$ cat src/common/mbchk_pkg.sv
// Package of constants for the request checker
package mbchk_pkg;
  // ************************************************************
  // Function and exception codes
  // ************************************************************
  localparam logic [7:0] FC_READ        = 8'h03;
  localparam logic [7:0] FC_LOOPBACK    = 8'h08;
  localparam logic [7:0] FC_WRITE_MULTI = 8'h10;
  localparam logic [7:0] EX_NONE        = 8'h00;
  localparam logic [7:0] EX_FUNC        = 8'h01;
  localparam logic [7:0] EX_REG         = 8'h02;
  localparam logic [7:0] EX_QTY         = 8'h03;
  localparam logic [7:0] EX_DATA        = 8'h21;
  localparam logic [7:0] EX_WMODE       = 8'h22;
  localparam logic [7:0] EX_UV          = 8'h23;
  localparam logic [7:0] EX_BUSY        = 8'h24;
  localparam logic [7:0] FC_EXC_BIT     = 8'h80;
  // ************************************************************
  // Request limits and special addresses
  // ************************************************************
  localparam logic [7:0]  QTY_MIN        = 8'h01;
  localparam logic [7:0]  QTY_MAX        = 8'h10;
  localparam logic [15:0] BCAST_LAST     = 16'h0002;
  localparam logic [7:0]  SLAVE_BCAST    = 8'h00;
  localparam logic [15:0] ENTER_EEPROM   = 16'h0900;
  localparam logic [15:0] ENTER_RAM      = 16'h0910;
  localparam logic [7:0]  TEST_MODE_CODE = 8'h43;
  // ************************************************************
  // Register offsets (byte addresses)
  // ************************************************************
  localparam logic [7:0] OFS_CTRL    = 8'h00;
  localparam logic [7:0] OFS_REQ0    = 8'h04;
  localparam logic [7:0] OFS_REQ1    = 8'h08;
  localparam logic [7:0] OFS_CMD     = 8'h0c;
  localparam logic [7:0] OFS_RESULT  = 8'h10;
  localparam logic [7:0] OFS_ERRDET  = 8'h14;
  localparam logic [7:0] OFS_STATUS  = 8'h18;
  // ************************************************************
  // Field positions
  // ************************************************************
  localparam int CMD_GO_BIT     = 0;
  localparam int CMD_FRST_BIT   = 1;
  localparam int CMD_LBPASS_BIT = 2;
  localparam int CMD_LBFAIL_BIT = 3;
  localparam int CMD_LBDONE_BIT = 4;
  localparam int ERR_CRC_BIT    = 0;
  localparam int ERR_LEN_BIT    = 1;
  localparam int ERR_PAR_BIT    = 3;
  localparam int ERR_OVR_BIT    = 4;
  localparam int ERR_FRM_BIT    = 5;
  localparam int ERR_TMO_BIT    = 6;
  localparam logic [31:0] CTRL_RST = 32'h0000_0001;
  // ************************************************************
  // Bus response codes and timing
  // ************************************************************
  localparam logic [1:0] RESP_OKAY   = 2'b00;
  localparam logic [1:0] RESP_SLVERR = 2'b10;
  localparam int GAP_BITS = 24;
endpackage : mbchk_pkg

$ cat src/rtl/mbchk_top.sv
// Request checker of the serial slave, with AXI4-Lite register access
// Summary of operation
// Function codes other than read, loopback, write-multiple get exception 01H.
// Unmapped register address gets the invalid-register exception.
// Broadcast write must start at one of the three broadcast registers.
// Register count below one or above sixteen gets invalid-quantity exception.
// Write byte count must equal twice register count, else invalid-quantity.
// Out-of-bound or invalid written value gets exception 21H.
// Parameter or commit writes while running get the write-mode exception.
// With memory alarm, only a fixed parameter set may be written.
// Writes to read-only registers get the write-mode exception.
// Parameter or commit writes during undervoltage get exception 23H.
// Parameter write during internal parameter processing gets exception 24H.
// Address zero: every slave executes the write, none replies.
// Overrun, framing, parity or checksum errors: discard, no reply.
// Foreign slave address: ignore, no reply.
// Gap over 24 bit times within a frame: discard, no reply.
// Inconsistent data length: discard silently.
// The master should time out and resend the same command.
// Test mode code 67 at power-up runs the loopback self-test.
// Error-free self-test shows a pass indication.
// Self-test failure raises comm alarm, fault contact, drops ready.
// Comm error detail flags latch until a fault reset, even running.
// Commit registers are write-only; reading them gives invalid-register.
// Exception reply echoes address, sets function MSB, carries code.
// Checks run: integrity and address, function, register, quantity, write.
//
// Chosen here: the AXI4-Lite slave port and the register addresses.
`timescale 1ns/100ps
module mbchk_top #(
  parameter int GAP_LIMIT = mbchk_pkg::GAP_BITS
) (
  input  wire logic        aclk,
  input  wire logic        aresetn,
  input  wire logic [7:0]  s_axi_awaddr,
  input  wire logic        s_axi_awvalid,
  output logic             s_axi_awready,
  input  wire logic [31:0] s_axi_wdata,
  input  wire logic [3:0]  s_axi_wstrb,
  input  wire logic        s_axi_wvalid,
  output logic             s_axi_wready,
  output logic [1:0]       s_axi_bresp,
  output logic             s_axi_bvalid,
  input  wire logic        s_axi_bready,
  input  wire logic [7:0]  s_axi_araddr,
  input  wire logic        s_axi_arvalid,
  output logic             s_axi_arready,
  output logic [31:0]      s_axi_rdata,
  output logic [1:0]       s_axi_rresp,
  output logic             s_axi_rvalid,
  input  wire logic        s_axi_rready,
  input  wire logic        drive_running,
  input  wire logic        nvm_defect_alarm,
  input  wire logic        main_undervoltage_alarm,
  input  wire logic        param_busy,
  input  wire logic [7:0]  input_s7_function_select,
  output logic             reply_valid,
  output logic             reply_silent,
  output logic             execute,
  output logic [7:0]       reply_func,
  output logic [7:0]       reply_code,
  output logic [7:0]       reply_addr,
  output logic             test_mode,
  output logic             selftest_pass,
  output logic             comm_error_alarm,
  output logic             fault_contact,
  output logic             operation_ready
);
  if (GAP_LIMIT < 1 || GAP_LIMIT > 255) begin : g_gap_chk
    $error("GAP_LIMIT out of range");
  end

  // ************************************************************
  // Registers
  // ************************************************************
  logic [7:0]  own_addr_r;      // Configured slave address
  logic [31:0] req0_r;          // [7:0] slave, [15:8] func, [31:16] start address
  logic [31:0] req1_r;          // [7:0] qty, [15:8] byte count, [16] value out of range,
                                // [17] address mapped, [18] read-only, [19] parameter,
                                // [20] nvm-allowed, [21..26] frame error flags,
                                // [31:24] longest gap in bit times
  logic [6:0]  errdet_r;
  logic [7:0]  res_code_r;
  logic        res_silent_r;
  logic        res_exec_r;
  logic        go_r;
  logic        awpend_r;
  logic        wpend_r;
  logic [7:0]  awaddr_r;
  logic [31:0] wdata_r;
  logic [7:0]  s7_meta_r;
  logic [7:0]  s7_sync_r;
  logic [1:0]  pwr_seen_r;
  logic        lb_done_r;

  // ************************************************************
  // Request decode
  // ************************************************************
  wire [7:0]  req_slave  = req0_r[7:0];
  wire [7:0]  req_func   = req0_r[15:8];
  wire [15:0] req_start  = req0_r[31:16];
  wire [7:0]  req_qty    = req1_r[7:0];
  wire [7:0]  req_bytes  = req1_r[15:8];
  wire        val_bad    = req1_r[16];
  wire        mapped     = req1_r[17];
  wire        read_only  = req1_r[18];
  wire        is_param   = req1_r[19];
  wire        nvm_ok     = req1_r[20];
  wire [5:0]  frame_err  = req1_r[26:21];
  wire [7:0]  max_gap    = req1_r[31:24];
  wire        is_bcast   = (req_slave == mbchk_pkg::SLAVE_BCAST);
  wire        is_write   = (req_func == mbchk_pkg::FC_WRITE_MULTI);
  wire        is_read    = (req_func == mbchk_pkg::FC_READ);
  wire        is_enter   = (req_start == mbchk_pkg::ENTER_EEPROM)
                         || (req_start == mbchk_pkg::ENTER_RAM);
  wire        gap_bad    = (max_gap > 8'(GAP_LIMIT));
  wire [8:0]  twice_qty  = {req_qty, 1'b0};

  // Silent discard: integrity, gap, length, foreign address
  wire integ_bad = frame_err[0] || frame_err[2] || frame_err[3] || frame_err[4];
  wire len_bad   = frame_err[1];
  wire addr_bad  = !is_bcast && (req_slave != own_addr_r);
  wire discard   = integ_bad || gap_bad || len_bad || addr_bad;

  // Priority chain of exception codes
  logic [7:0] code_c;
  always_comb begin
    code_c = mbchk_pkg::EX_NONE;
    if (!is_read && !is_write && req_func != mbchk_pkg::FC_LOOPBACK)
      code_c = mbchk_pkg::EX_FUNC;
    else if (req_func == mbchk_pkg::FC_LOOPBACK)
      code_c = mbchk_pkg::EX_NONE;
    else if (is_bcast && req_start > mbchk_pkg::BCAST_LAST)
      code_c = mbchk_pkg::EX_REG;
    else if (!mapped || (is_read && is_enter))
      code_c = mbchk_pkg::EX_REG;
    else if (req_qty < mbchk_pkg::QTY_MIN || req_qty > mbchk_pkg::QTY_MAX)
      code_c = mbchk_pkg::EX_QTY;
    else if (is_write && {1'b0, req_bytes} != twice_qty)
      code_c = mbchk_pkg::EX_QTY;
    else if (is_write && read_only)
      code_c = mbchk_pkg::EX_WMODE;
    else if (is_write && (is_param || is_enter) && drive_running)
      code_c = mbchk_pkg::EX_WMODE;
    else if (is_write && is_param && nvm_defect_alarm && !nvm_ok)
      code_c = mbchk_pkg::EX_WMODE;
    else if (is_write && (is_param || is_enter) && main_undervoltage_alarm)
      code_c = mbchk_pkg::EX_UV;
    else if (is_write && is_param && param_busy)
      code_c = mbchk_pkg::EX_BUSY;
    else if (is_write && val_bad)
      code_c = mbchk_pkg::EX_DATA;
  end

  // Broadcast writes run without reply; read broadcasts are not executed
  wire silent_c = discard || is_bcast;
  wire exec_c   = !discard && (code_c == mbchk_pkg::EX_NONE)
                  && (!is_bcast || is_write);

  // ************************************************************
  // AXI4-Lite slave
  // ************************************************************
  wire        aw_take  = s_axi_awvalid && s_axi_awready;
  wire        w_take   = s_axi_wvalid && s_axi_wready;
  wire        wr_fire  = awpend_r && wpend_r && !s_axi_bvalid;
  wire        ar_take  = s_axi_arvalid && s_axi_arready;
  wire [31:0] wmask    = {{8{s_axi_wstrb[3]}}, {8{s_axi_wstrb[2]}},
                          {8{s_axi_wstrb[1]}}, {8{s_axi_wstrb[0]}}};
  wire        wr_ctrl  = wr_fire && awaddr_r == mbchk_pkg::OFS_CTRL;
  wire        wr_req0  = wr_fire && awaddr_r == mbchk_pkg::OFS_REQ0;
  wire        wr_req1  = wr_fire && awaddr_r == mbchk_pkg::OFS_REQ1;
  wire        wr_cmd   = wr_fire && awaddr_r == mbchk_pkg::OFS_CMD;
  wire        wr_map   = wr_ctrl || wr_req0 || wr_req1 || wr_cmd;
  wire        cmd_go   = wr_cmd && wdata_r[mbchk_pkg::CMD_GO_BIT];
  wire        cmd_frst = wr_cmd && wdata_r[mbchk_pkg::CMD_FRST_BIT];
  wire        lb_pass  = wr_cmd && wdata_r[mbchk_pkg::CMD_LBPASS_BIT] && test_mode;
  wire        lb_fail  = wr_cmd && wdata_r[mbchk_pkg::CMD_LBFAIL_BIT] && test_mode;

  // Read multiplexer
  logic [31:0] rd_c;
  logic        rd_ok_c;
  always_comb begin
    rd_ok_c = 1'b1;
    unique case (s_axi_araddr)
      mbchk_pkg::OFS_CTRL:   rd_c = {24'h0, own_addr_r};
      mbchk_pkg::OFS_REQ0:   rd_c = req0_r;
      mbchk_pkg::OFS_REQ1:   rd_c = req1_r;
      mbchk_pkg::OFS_CMD:    rd_c = {27'h0, lb_done_r, 3'h0, go_r};
      mbchk_pkg::OFS_RESULT: rd_c = {22'h0, res_exec_r, res_silent_r, res_code_r};
      mbchk_pkg::OFS_ERRDET: rd_c = {25'h0, errdet_r};
      mbchk_pkg::OFS_STATUS: rd_c = {26'h0, operation_ready, fault_contact,
                                     comm_error_alarm, selftest_pass, test_mode,
                                     reply_valid};
      default: begin
        rd_c    = 32'h0;
        rd_ok_c = 1'b0;
      end
    endcase
  end

  // Write channel handshake and data capture
  always_ff @(posedge aclk) begin
    if (!aresetn) begin
      s_axi_awready <= 1'b0;
      s_axi_wready  <= 1'b0;
      awpend_r      <= 1'b0;
      wpend_r       <= 1'b0;
      awaddr_r      <= 8'h00;
      wdata_r       <= 32'h0;
      s_axi_bvalid  <= 1'b0;
      s_axi_bresp   <= mbchk_pkg::RESP_OKAY;
    end else begin
      s_axi_awready <= !awpend_r && !aw_take;
      s_axi_wready  <= !wpend_r && !w_take;
      if (aw_take) begin
        awpend_r <= 1'b1;
        awaddr_r <= s_axi_awaddr;
      end
      if (w_take) begin
        wpend_r <= 1'b1;
        wdata_r <= s_axi_wdata & wmask;
      end
      if (wr_fire) begin
        awpend_r     <= 1'b0;
        wpend_r      <= 1'b0;
        s_axi_bvalid <= 1'b1;
        s_axi_bresp  <= wr_map ? mbchk_pkg::RESP_OKAY : mbchk_pkg::RESP_SLVERR;
      end else if (s_axi_bready) begin
        s_axi_bvalid <= 1'b0;
      end
    end
  end

  // Read channel
  always_ff @(posedge aclk) begin
    if (!aresetn) begin
      s_axi_arready <= 1'b0;
      s_axi_rvalid  <= 1'b0;
      s_axi_rdata   <= 32'h0;
      s_axi_rresp   <= mbchk_pkg::RESP_OKAY;
    end else begin
      s_axi_arready <= !s_axi_rvalid && !ar_take;
      if (ar_take) begin
        s_axi_rvalid <= 1'b1;
        s_axi_rdata  <= rd_c;
        s_axi_rresp  <= rd_ok_c ? mbchk_pkg::RESP_OKAY : mbchk_pkg::RESP_SLVERR;
      end else if (s_axi_rready) begin
        s_axi_rvalid <= 1'b0;
      end
    end
  end

  // ************************************************************
  // Request registers and checking
  // ************************************************************
  always_ff @(posedge aclk) begin
    if (!aresetn) begin
      own_addr_r <= mbchk_pkg::CTRL_RST[7:0];
      req0_r     <= 32'h0;
      req1_r     <= 32'h0;
      go_r       <= 1'b0;
    end else begin
      if (wr_ctrl) own_addr_r <= wdata_r[7:0];
      if (wr_req0) req0_r <= wdata_r;
      if (wr_req1) req1_r <= wdata_r;
      go_r <= cmd_go;
    end
  end

  // Result of one check: code, silence and execution
  always_ff @(posedge aclk) begin
    if (!aresetn) begin
      res_code_r   <= mbchk_pkg::EX_NONE;
      res_silent_r <= 1'b0;
      res_exec_r   <= 1'b0;
      reply_valid  <= 1'b0;
      reply_silent <= 1'b0;
      execute      <= 1'b0;
      reply_func   <= 8'h00;
      reply_code   <= 8'h00;
      reply_addr   <= 8'h00;
    end else begin
      reply_valid  <= go_r;
      reply_silent <= go_r && silent_c;
      execute      <= go_r && exec_c;
      if (go_r) begin
        res_code_r   <= discard ? mbchk_pkg::EX_NONE : code_c;
        res_silent_r <= silent_c;
        res_exec_r   <= exec_c;
        reply_addr   <= req_slave;
        reply_code   <= discard ? mbchk_pkg::EX_NONE : code_c;
        reply_func   <= (code_c != mbchk_pkg::EX_NONE) ? (req_func | mbchk_pkg::FC_EXC_BIT)
                                                       : req_func;
      end
    end
  end

  // Sticky error details; a new error wins over a fault reset
  wire [6:0] err_new = go_r ? {frame_err[5:2], 1'b0, frame_err[1:0]} : 7'h00;
  always_ff @(posedge aclk) begin
    if (!aresetn) begin
      errdet_r <= 7'h00;
    end else begin
      errdet_r <= (cmd_frst ? 7'h00 : errdet_r) | err_new;
    end
  end

  // ************************************************************
  // Loopback self-test
  // ************************************************************
  wire s7_test = (s7_sync_r == mbchk_pkg::TEST_MODE_CODE);
  always_ff @(posedge aclk) begin
    if (!aresetn) begin
      s7_meta_r        <= 8'h00;
      s7_sync_r        <= 8'h00;
      pwr_seen_r       <= 2'b00;
      test_mode        <= 1'b0;
      lb_done_r        <= 1'b0;
      selftest_pass    <= 1'b0;
      comm_error_alarm <= 1'b0;
      fault_contact    <= 1'b0;
      operation_ready  <= 1'b0;
    end else begin
      s7_meta_r  <= input_s7_function_select;
      s7_sync_r  <= s7_meta_r;
      pwr_seen_r <= {pwr_seen_r[0], 1'b1}; // Wait until the synced code is valid
      if (pwr_seen_r[1] && !lb_done_r && !test_mode) begin
        test_mode <= s7_test;
        lb_done_r <= !s7_test;
        operation_ready <= !s7_test;
      end
      if (lb_pass) begin
        selftest_pass   <= 1'b1;
        lb_done_r       <= 1'b1;
        test_mode       <= 1'b0;
        operation_ready <= 1'b1;
      end else if (lb_fail) begin
        comm_error_alarm <= 1'b1;
        fault_contact    <= 1'b1;
        operation_ready  <= 1'b0;
        lb_done_r        <= 1'b1;
        test_mode        <= 1'b0;
      end
    end
  end
endmodule : mbchk_top

$ cat config.mk
export PLATFORM = sky130hd
export DESIGN_NAME = mbchk_top
export DESIGN_NICKNAME = d
export VERILOG_FILES = /design/src/common/mbchk_pkg.sv /design/src/rtl/mbchk_top.sv
export SDC_FILE = /design/constraint.sdc
export NUM_CORES = 1
export LEC_CHECK = 0
export ABC_AREA = 1
export BUFFER_PORTS_ARGS = -buffer_cell sky130_fd_sc_hd__clkbuf_2
export CAP_MARGIN = 5
export CORE_AREA = 2 2 160 162
export CTS_CLUSTER_DIAMETER = 50
export DETAILED_ROUTE_END_ITERATION = 10
export DIE_AREA = 0 0 162 164
export HOLD_SLACK_MARGIN = 0.08
export PLACE_DENSITY = 0.58
export RECOVER_POWER = 50
export SLEW_MARGIN = 10
export SYNTH_ARGS = -nofsm -noshare
export SYNTH_HDL_FRONTEND = slang
export SYNTH_SLANG_ARGS = --single-unit
$ cat constraint.sdc
create_clock -name aclk -period 2.6 [get_ports aclk]
set_input_delay 0.13 -clock aclk [delete_from_list [all_inputs] [get_ports aclk]]
set_output_delay 0.13 -clock aclk [all_outputs]
set_load 0.03 [all_outputs]
# Word-level counts from Yosys, hierarchy flattened
# Cells that the tools add are included.
# word_totals
latch_bits	0
inputBits	71
rom_bits	0
elab_cells	172
n_memories	0
out_inout_bits	73
register_bits	215
mem_bits_rw	0
# classes
n_addsub	0
n_shift	0
magnitude_cmp	4
multipliers	0
mux	30
div_mod_pow	0
bitwise_logic	4
reduce_logical	82
n_eq_ne	18
# op_table
op	n
32-bit case mux with 7 select lines	1
6-bit 2-to-1 mux	11
8-bit by 4-bit == test with 1-bit output (second input constant)	5
1-bit logical AND	39
32-bit AND	1
16-bit by 12-bit == test with 1-bit output (second input constant)	2
8-bit by 5-bit == test with 1-bit output (second input constant)	4
8-bit logical NOT	4
8-bit 2-to-1 mux	3
8-bit by 3-bit == test with 1-bit output (second input constant)	2
16-bit by 2-bit greater-than comparator with 1-bit output (second input constant)	1
8-bit by 5-bit greater-than comparator with 1-bit output (second input constant)	2
1-bit logical NOT	16
1-bit logical OR	15
7-bit 2-to-1 mux	2
1-bit 2-to-1 mux	11
8-bit by 9-bit != test with 1-bit output	1
8-bit by 2-bit == test with 1-bit output (second input constant)	1
8-bit by 7-bit == test with 1-bit output (second input constant)	1
8-bit by 1-bit less-than comparator with 1-bit output (second input constant)	1
8-bit by 4-bit != test with 1-bit output (second input constant)	1
8-bit != test	1
8-bit nonzero test	1
7-bit bitwise OR	1
8 further kinds	11

# Logic depth before layout (Yosys ltp)
# Gate-level depths: netlist of the first run.
# depth
depth_word	19
mapped_depth	17
ltp_nobuf	17

# Least setup slack after synthesis of the first run
# No wires, ideal clock.
# synth_path
path_kind	flip-flop to flip-flop
start	register s_axi_bvalid
end	register req0_r[14]
period_less_slack_ns	1.657
required_ns	2.472
arrival_ns	1.528
path_buffers	2
setup_ns	0.128
stages_incl_launch_ff	8
path_slack_ns	0.943
cell_sequence	dfxtp_1 > nor3_2 > nand3_1 > inv_1 > nand2_1 > clkbuf_1 > clkbuf_1 > a21oi_1
# synth_via
elab_chain_cells	3
# synth_rtl
element	line	rtl
start, declared	mbchk_top.sv:43	output logic s_axi_bvalid,
start signal, assigned	mbchk_top.sv:210	s_axi_bvalid <= 1'b0;
start signal, assigned	mbchk_top.sv:226	s_axi_bvalid <= 1'b1;
start signal, assigned	mbchk_top.sv:229	s_axi_bvalid <= 1'b0;
1-bit logical NOT	mbchk_top.sv:165	wire wr_fire = awpend_r && wpend_r && !s_axi_bvalid;
1-bit logical AND	mbchk_top.sv:165	
1-bit logical AND	mbchk_top.sv:170	wire wr_req0 = wr_fire && awaddr_r == mbchk_pkg::OFS_REQ0;
end signal, assigned	mbchk_top.sv:264	if (wr_req0) req0_r <= wdata_r;
end, declared	mbchk_top.sv:77	logic [31:0] req0_r;
# Every way passes these cells.
# A chain may end at the register's enable or synchronous reset.

# Worst setup path in the final report of the first run
# layout_path
start	register s_axi_arready
end	register s_axi_rdata[12]
# layout_via
elab_chain_cells	1
# layout_rtl
element	line	rtl
start, declared	mbchk_top.sv:47	output logic s_axi_arready,
start signal, assigned	mbchk_top.sv:242	s_axi_arready <= !s_axi_rvalid && !ar_take;
1-bit logical AND	mbchk_top.sv:166	wire ar_take = s_axi_arvalid && s_axi_arready;
end signal, assigned	mbchk_top.sv:245	s_axi_rdata <= rd_c;
end, declared	mbchk_top.sv:48	output logic [31:0] s_axi_rdata,
# Every way passes these cells.

==> results of run 1 <==
through the flow:
stage               power, µW  util, %
global route             7800     44.4
global placement         3740     38.3
floorplan                3600        -
detailed placement       3740     38.3
finish                   7510     44.4
CTS                      7590     44.8
repair_timing:
action	4_1_cts	5_1_grt
endpoints found under the hold margin	51	0
hold buffers	72	0
gates resized for setup	0	0
cell usage in the layout (no fill, tap or decap), types with 3 or more instances in the layout:
| cell type | count |
|---|---|
| sky130_fd_sc_hd__a211oi_1 | 80 |
| sky130_fd_sc_hd__a21oi_1 | 80 |
| sky130_fd_sc_hd__a21oi_2 | 18 |
| sky130_fd_sc_hd__buf_12 | 3 |
| sky130_fd_sc_hd__buf_4 | 8 |
| sky130_fd_sc_hd__bufinv_16 | 4 |
| sky130_fd_sc_hd__clkbuf_1 | 72 |
| sky130_fd_sc_hd__clkbuf_16 | 27 |
| sky130_fd_sc_hd__clkbuf_2 | 69 |
| sky130_fd_sc_hd__clkinv_2 | 8 |
| sky130_fd_sc_hd__conb_1 | 6 |
| sky130_fd_sc_hd__dfxtp_1 | 208 |
| sky130_fd_sc_hd__dlygate4sd3_1 | 72 |
| sky130_fd_sc_hd__inv_1 | 148 |
| sky130_fd_sc_hd__inv_2 | 4 |
| sky130_fd_sc_hd__nand2_1 | 156 |
| sky130_fd_sc_hd__nand2_2 | 23 |
| sky130_fd_sc_hd__nand3_1 | 37 |
| sky130_fd_sc_hd__nand4_1 | 11 |
| sky130_fd_sc_hd__nor2_1 | 112 |
| sky130_fd_sc_hd__nor3_1 | 10 |
| sky130_fd_sc_hd__nor4_1 | 3 |
| sky130_fd_sc_hd__o211ai_1 | 3 |
| sky130_fd_sc_hd__o21ai_0 | 79 |
| sky130_fd_sc_hd__o21ai_1 | 4 |
| sky130_fd_sc_hd__o22ai_1 | 22 |
| sky130_fd_sc_hd__xnor2_1 | 7 |
worst reg2reg max path: cells and delay by family (launching register included):
family                 cells  cell delay [ns]
AND/OR/NAND/NOR            2             0.35
flip-flops                 1             0.33
buffers and inverters      1             1.13
AO/OA/AOI/OAI              1             0.20
power breakdown:
part | internal (µW) | total [µW] | leakage, µW | switching (µW)
Sequential | 3260 | 3300 | 0.00169 | 36.0
Combinational | 190 | 460 | 0.00223 | 270
Clock | 2350 | 3750 | 0.000450 | 1400
final cells by class:
type                    instances  area, µm²  share of cell area (%)
clock buffers                  30        707                    6.41
clock inverters                17        205                    1.86
inverters                     154        579                    5.25
multi-input cells             673       3510                    31.8
flip-flops and latches        208       4160                    37.8
well taps                     330        413                    3.74
repair buffers                223       1450                    13.2
sequential cells by signal, summed over array words and instances (netlist names), 2 cells and up:
register / cells
own_addr_r: 8
s_axi_rdata: 32
req0_r: 32
s7_meta_r: 8
reply_func: 8
s7_sync_r: 8
pwr_seen_r: 2
res_code_r: 4
req1_r: 32
reply_addr: 8
wdata_r: 32
errdet_r: 6
awaddr_r: 8
routing by layer:
| layer | up-vias | routed length [µm] |
|---|---|---|
| li1 | 4007 | - |
| met1 | 3586 | 12700 |
| met2 | 233 | 10500 |
| met3 | 37 | 1430 |
| met4 | 0 | 440 |
| met5 | - | 0 |
cell families after synthesis:
family | after synthesis | synth area share, %
other cells | 1 | 0.0439
buf+inv | 219 | 10.5
simple gates | 365 | 18.8
flops | 208 | 48.7
xor+xnor | 7 | 0.717
compound gates | 295 | 21.2
final timing paths:
check / to / slack [ns]
worst max-delay path: s_axi_rdata[12] / 0.53
worst min-delay path: wdata_r[30] / 0.07
worst max register to register: s_axi_rdata[12] / 0.53
worst min register to register: s7_sync_r[5] / 0.41
==> impl_summary.log, run 1 <==
[metrics] run status: finished with violations
[metrics] violations in the final reports: capacitance limit, slew limit
[metrics] final worst-path setup slack: between 0.5 and 0.6 ns
[metrics] GRT overflow: 0
[metrics] deepest clock path buffer count: 3
[metrics] Via-to-Cell Ratio: around 4.8
[metrics] highest clock frequency the design can meet: between 0.4 and 0.5 GHz
[metrics] postcts setup bufs: 0
[metrics] count of cells along the worst hold path: 3
[metrics] post-route standard cell area excluding fillers: around 11000 µm²
[metrics] WP buf/inv: 1
[metrics] cell type contributing the most total cell area after synthesis: sky130_fd_sc_hd__dfxtp_1
[metrics] Yosys top cell area share: approximately half
[metrics] Num CTS Buffers: 26
[metrics] antenna violations before repair: 0
[metrics] data arrival time at the worst-slack endpoint: between 2 and 3 ns
[metrics] CTS root buffer: sky130_fd_sc_hd__clkbuf_16
[metrics] via count of the routed design: between 7k and 8k
[metrics] minimum hold slack: just under 0.07 ns
[metrics] row count: 58
[metrics] TritonCTS Sinks: roughly 210
[metrics] cell count after placement: between 1.5k and 2k
[metrics] kind of start point of the critical path: register
[metrics] path depth of the worst reg2reg path: 4
[metrics] area of the die: approximately 27000 µm²
[metrics] Power per Cell Area: roughly 680 nW/µm²
[metrics] Slowest-stage cell, CP: sky130_fd_sc_hd__clkbuf_1
[metrics] sequential area share after synthesis: between 40% and 50%
[metrics] Synth Flop Type: sky130_fd_sc_hd__dfxtp_1
[metrics] Total Negative Setup Slacks: 0 ns
[metrics] RSZ-0062 raised after global routing: false
[metrics] largest net degree at the start of global routing: around 110
[metrics] GR Layer Usage met1: 27.8%
[metrics] RD Place Congestion: slightly below 0.9
[metrics] mean area per synthesized cell: just under 8 µm²
[metrics] global-route wire length before repair: 39.9 mm
[metrics] class of the most critical hold timing path: in2reg
[metrics] hpwl dp: 18.0 mm
[metrics] DRT Pass-1 Iters: 5
[metrics] largest delay contributor family on the critical path: buffers and inverters
[metrics] number of inserted filler cells in the final layout: around 2.5k
[metrics] class of the most critical setup path: reg2reg
[metrics] ports placed on the boundary: approximately 140
[metrics] number of max-slew violations in the final report: 75
[metrics] layer with the highest usage after global routing: met2
[metrics] biggest area contributors in the synthesized netlist: sky130_fd_sc_hd__dfxtp_1, sky130_fd_sc_hd__a211oi_1, sky130_fd_sc_hd__nand2_1, sky130_fd_sc_hd__inv_1, sky130_fd_sc_hd__nor2_1
[metrics] Post-DRT Antenna Nets: 0
[metrics] hold wc startpoint: s_axi_wstrb[3]
[metrics] via count of the first global-routing pass: 7321
[metrics] Post-Synthesis Cells: between 1k and 1.5k
[metrics] global-route usage over all layers: approximately a fifth
[metrics] number of buffer cells added on primary ports: around 140
[metrics] Starting Density: between 30 and 40%
[metrics] final hold viol count: 0
[metrics] Inserted Diodes: 0
[metrics] horizontal die dimension: 162 µm
[metrics] endpoint class of the critical path: register
[metrics] Avg WL per Cell: roughly 15 µm
[metrics] later-pin clock latency in the skew report: ~0.52 ns
[metrics] drc violations: 0
[metrics] Seq cells post-synth: about 210
[metrics] VDD IR max: around 0.32 mV
[metrics] Std-Cell Core Area: around 25000 µm²
[metrics] most instantiated library cell after synthesis: sky130_fd_sc_hd__dfxtp_1
[metrics] Post-Syn Area: approximately 8500 µm²
[metrics] Rel. slew slack: -11.0%
[metrics] relative area change from synthesis to final layout: 29.0%
[metrics] static leakage: 0.00437 µW
[metrics] reg-to-reg critical path startpoint: s_axi_arready
[metrics] total of warnings raised by yosys: 0
[metrics] global-route met3 utilization: between 3 and 4%
[metrics] max-capacitance violation count: 2
[metrics] top cells by instance count after synthesis: sky130_fd_sc_hd__dfxtp_1, sky130_fd_sc_hd__nand2_1, sky130_fd_sc_hd__inv_1, sky130_fd_sc_hd__nor2_1, sky130_fd_sc_hd__a211oi_1
[metrics] level count of the clock H-tree: 1
[metrics] Worst Skew: approximately 0.011 ns
[metrics] share of async-settable or async-resettable flops after synthesis: 0%
[metrics] share of layout cells above drive strength 1: around 14%
[metrics] clock-pin slew on the worst setup and hold paths: 0.06 ns
[metrics] number of enable-type register cells in the synthesized netlist: 0
[metrics] TritonCTS clock tree: yes
[metrics] post-layout instance count excluding filler cells: between 1.5k and 2k
[metrics] Period Utilization, post-route: between 70% and 80%
[metrics] fraction of met2 tracks used by global routing: between 20 and 30%
[metrics] Critical Path Source: s_axi_arready
[metrics] cell area reported after detailed placement: between 9000 and 10000 µm²
[metrics] Net count, final: 1357
[metrics] DRT iter0 DRCs: approximately 650
[metrics] cells along the critical path: nand2_2, clkbuf_1, nand2_1, a21oi_2
[metrics] measured slew at the worst slew-check pin: around 1.7 ns
[metrics] endpoints failing setup: 0
[metrics] required time at the endpoint of the critical path: about 3.1 ns
[metrics] Post-Route WL: roughly 25 mm
[metrics] min Tclk post-route: between 2 and 2.5 ns
[metrics] Place WS: around 0.6 ns
[metrics] count of different cell masters after synthesis: 44
[metrics] path length in cells of the critical path: 4
[metrics] height of the die: approximately 160 µm
[metrics] highest fanout seen on the critical path: 34
[metrics] CP peak stage delay: between 1 and 1.5 ns
No activity file was read; power rests on OpenSTA's default activity.
==> inputs of run 2 (changes only) <==
- ABC_AREA: 1 -> 0
- CORE_AREA: 2 2 160 162 -> 2 2 157 159
- DIE_AREA: 0 0 162 164 -> 0 0 159 161
- clock period: 2.6 -> 2 ns (I/O delays scaled with it)
==> run 2 against run 1 <==
Against the previous run:
- critical endpoint is now reply_func[7]
- the flow finishes with violations (setup timing)
- clock-buffer cell count rose by 5
- worst setup slack lost 0.72 ns
- highest routed layer unchanged
- non-clock buffer count grew 105
- fmax down 5.5%
- synthesized area fell by 4.1%
- core utilization is 4.3 points higher
==> impl_summary.log, run 2 <==
[metrics] later-pin clock latency in the skew report: 0.53 ns (about the same)
[metrics] DRT Pass-1 Iters: 5 (unchanged)
[metrics] drc violations: 0 (unchanged)
[metrics] Power per Cell Area: 828 nW/µm² (+22%)
[metrics] global-route wire length before repair: 42.2 mm (+5.8%)
[metrics] highest clock frequency the design can meet: 0.457 GHz (-5.5%)
[metrics] Post-Synthesis Cells: 949 (-13%)
[metrics] endpoint class of the critical path: register
[metrics] class of the most critical setup path: reg2reg
[metrics] Avg WL per Cell: 16.4 µm (+7.0%)
[metrics] sequential area share after synthesis: 50.8% (+2.1 points)
[metrics] Place WS: -0.190 ns (-0.796 ns)
[metrics] area of the die: 25600 µm² (-3.6%)
[metrics] row count: 57 (-1.7%)
[metrics] Yosys top cell area share: 50.8% (+2.1 points)
[metrics] Inserted Diodes: 0 (unchanged)
[metrics] routed wire length on met3: 1.46 mm (+1.8%)
[metrics] kind of start point of the critical path: register
[metrics] Top Metal Used: met4
[metrics] cell type contributing the most total cell area after synthesis: sky130_fd_sc_hd__dfxtp_1
[metrics] TritonCTS Sinks: 208 (unchanged)
[metrics] clock-pin slew on the worst setup and hold paths: 0.06 ns (about the same)
[metrics] final hold viol count: 0 (unchanged)
[metrics] WL met1: 11.8 mm (-7.3%)
[metrics] Seq cells post-synth: 208 (unchanged)
[metrics] endpoints failing setup: 7 (+7)
[metrics] Via-to-Cell Ratio: 4.93 (+2.6%)
[metrics] Worst Skew: 0.0140 ns (+0.00326 ns)
[metrics] reg-to-reg setup timing slack: -0.19 ns (-0.72 ns)
[metrics] height of the die: 161 µm (-1.8%)
[metrics] Post-DRT Antenna Nets: 0 (unchanged)
[metrics] path depth of the worst reg2reg path: 6 (+2)
[metrics] commonest non-fill, non-tap cell in the layout: sky130_fd_sc_hd__nand2_1
[metrics] top cells by instance count after synthesis: sky130_fd_sc_hd__nand2_1, sky130_fd_sc_hd__dfxtp_1, sky130_fd_sc_hd__a21oi_1, sky130_fd_sc_hd__clkbuf_1, sky130_fd_sc_hd__nand3_1
[metrics] data arrival time at the worst-slack endpoint: 2.60 ns (+0.08 ns)
[metrics] Period Utilization, post-route: 109% (+30 points)
[metrics] final worst-path setup slack: -0.188 ns (-0.720 ns)
[metrics] Net count, final: 1312 (-3.3%)
[metrics] Worst Setup EP: reply_func[7]
[metrics] relative area change from synthesis to final layout: 42.4%
[metrics] biggest area contributors in the synthesized netlist: sky130_fd_sc_hd__dfxtp_1, sky130_fd_sc_hd__nand2_1, sky130_fd_sc_hd__a21oi_1, sky130_fd_sc_hd__mux2i_1, sky130_fd_sc_hd__a22oi_1
[metrics] VDD IR max: 0.572 mV (+77%)
[metrics] Starting Density: 34.2% (-0.23 points)
[metrics] most instantiated library cell after synthesis: sky130_fd_sc_hd__nand2_1
[metrics] via count of the first global-routing pass: 7916 (+8.1%)
[metrics] max-capacitance violation count: 0 (-2)
[metrics] min Tclk post-route: 2.19 ns (+0.120 ns)
[metrics] total of warnings raised by yosys: 0 (unchanged)
[metrics] highest fanout seen on the critical path: 4 (-88%)
[metrics] Critical Path Source: req0_r[15]
[metrics] global-route usage over all layers: 20.2% (+1.5 points)
[metrics] violations in the final reports: setup timing
[metrics] measured slew at the worst slew-check pin: 0.855 ns (-0.809 ns)
[metrics] count of different cell masters after synthesis: 78 (+77%)
[metrics] highest-count cells in the layout ignoring fill and taps: sky130_fd_sc_hd__nand2_1, sky130_fd_sc_hd__dfxtp_1, sky130_fd_sc_hd__a21oi_1
[metrics] number of enable-type register cells in the synthesized netlist: 0 (unchanged)
[metrics] Std-Cell Core Area: 24000 µm² (-3.4%)
[metrics] hpwl dp: 17.8 mm (-1.1%)
[metrics] number of buffer cells added on primary ports: 137 (unchanged)
[metrics] RD Place Congestion: 0.914 (+2.6%)
[metrics] Post-Route WL: 26.1 mm (+3.8%)
[metrics] reg-to-reg critical path startpoint: req0_r[15]
[metrics] Rel. slew slack: 43.0% (+54 points)
[metrics] Slowest-stage cell, CP: sky130_fd_sc_hd__or4_4
[metrics] via count of the routed design: 7824 (-0.50%)
[metrics] run status: finished with violations
[metrics] TritonCTS clock tree: yes
[metrics] CP peak stage delay: 0.57 ns (-0.56 ns)
[metrics] required time at the endpoint of the critical path: 2.41 ns (-0.64 ns)
[metrics] hold wc startpoint: s_axi_araddr[3]
[metrics] static leakage: 0.00431 µW (-1.4%)
[metrics] share of layout cells above drive strength 1: 19.7% (+5.7 points)
[metrics] GRT overflow: 0 (unchanged)
[metrics] Num CTS Buffers: 27 (+3.8%)
[metrics] class of the most critical hold timing path: in2reg
[metrics] Synth Flop Type: sky130_fd_sc_hd__dfxtp_1
[metrics] DRT iter0 DRCs: 519 (-20%)
[metrics] Post-Syn Area: 8200 µm² (-4.1%)
[metrics] RSZ-0062 raised after global routing: true
[metrics] R2R Path End: reply_func[7]
[metrics] number of max-slew violations in the final report: 0 (-100%)
[metrics] mean area per synthesized cell: 8.64 µm² (+11%)
[metrics] wire length on met2: 12.2 mm (+16%)
[metrics] horizontal die dimension: 159 µm (-1.9%)
[metrics] cells along the critical path: or4_4, a211oi_4, o41ai_2, or3_1, o221a_4, o31a_1
[metrics] antenna violations before repair: 0 (unchanged)
[metrics] deepest clock path buffer count: 3 (unchanged)
[metrics] largest net degree at the start of global routing: 42 (-63%)
[metrics] share of async-settable or async-resettable flops after synthesis: 0% (unchanged)
[metrics] CTS root buffer: sky130_fd_sc_hd__clkbuf_16
[metrics] level count of the clock H-tree: 1 (unchanged)
[metrics] Total Negative Setup Slacks: -0.763 ns (-0.763 ns)
[metrics] ports placed on the boundary: 144 (unchanged)
## run 2: how the worst min path moves through the flow
| stage | end | slack, ns | cells after the start |
|---|---|---|---|
| global placement | s7_meta_r[0] | 0.31 | 2 |
| CTS | s_axi_rdata[7] | 0.08 | 4 |
| finish | s_axi_rdata[7] | 0.11 | 4 |
| global route | s_axi_rdata[1] | 0.15 | 4 |
| detailed placement | s7_meta_r[0] | 0.31 | 2 |
| floorplan | pwr_seen_r[0] | 0.13 | 0 |
## run 2: layer usage
layer / vias to the layer above / track usage, %
met4: 0 / 5.70
li1: 3877 / -
met3: 46 / 3.31
met2: 227 / 34.1
met5: - / 0
met1: 3674 / 27.0
## run 2: where the power goes
part / switching, µW / total, µW / internal (µW)
logic: 260 / 486 / 226
registers: 49.9 / 4250 / 4200
clock network: 1910 / 4930 / 3020
total: 2220 / 9670 / 7450
## run 2: kinds of logic after synthesis
kind of cell | synth area share [%]
buf+inv | 4.18
other cells | 0.0458
compound gates | 17.3
xor+xnor | 1.71
flops | 50.8
mux | 3.59
simple gates | 22.4
## run 2: final cells by class
cell class	count	area, µm²
multi-input combinational	668	3810
timing repair buffer	328	2340
tap	324	405
clock buffer	35	736
clock inverter	15	188
fill	2447	12300
inverter	8	30.0
sequential	208	4170
## run 2: per-stage QoR
stage	util [%]	instances	total power (µW)	area [µm²]	hold slack [ns]
after global routing	48.7	1586	10000	11700	0.147
after detailed placement	40.9	1437	4720	9790	0.309
final	48.7	1586	9670	11700	0.107
after global placement	40.9	1437	4720	9790	0.305
after floorplan	-	954	4560	8220	0.128
after CTS	49.0	1586	9790	11800	0.0830
## run 2: worst max-delay path: cells and delay by family, from the launching register on
kind	cells	cell delay (ns)
simple gates	2	0.90
compound gates	4	0.85
flops	1	0.31
## run 2: timing repair
item / CTS / global route
gates resized for setup: 10 / 7
setup buffers: 2 / 0
endpoints found under the hold margin: 69 / 0
endpoints found under the setup margin: 6 / 7
pin swaps: 8 / 7
hold buffers: 97 / 0
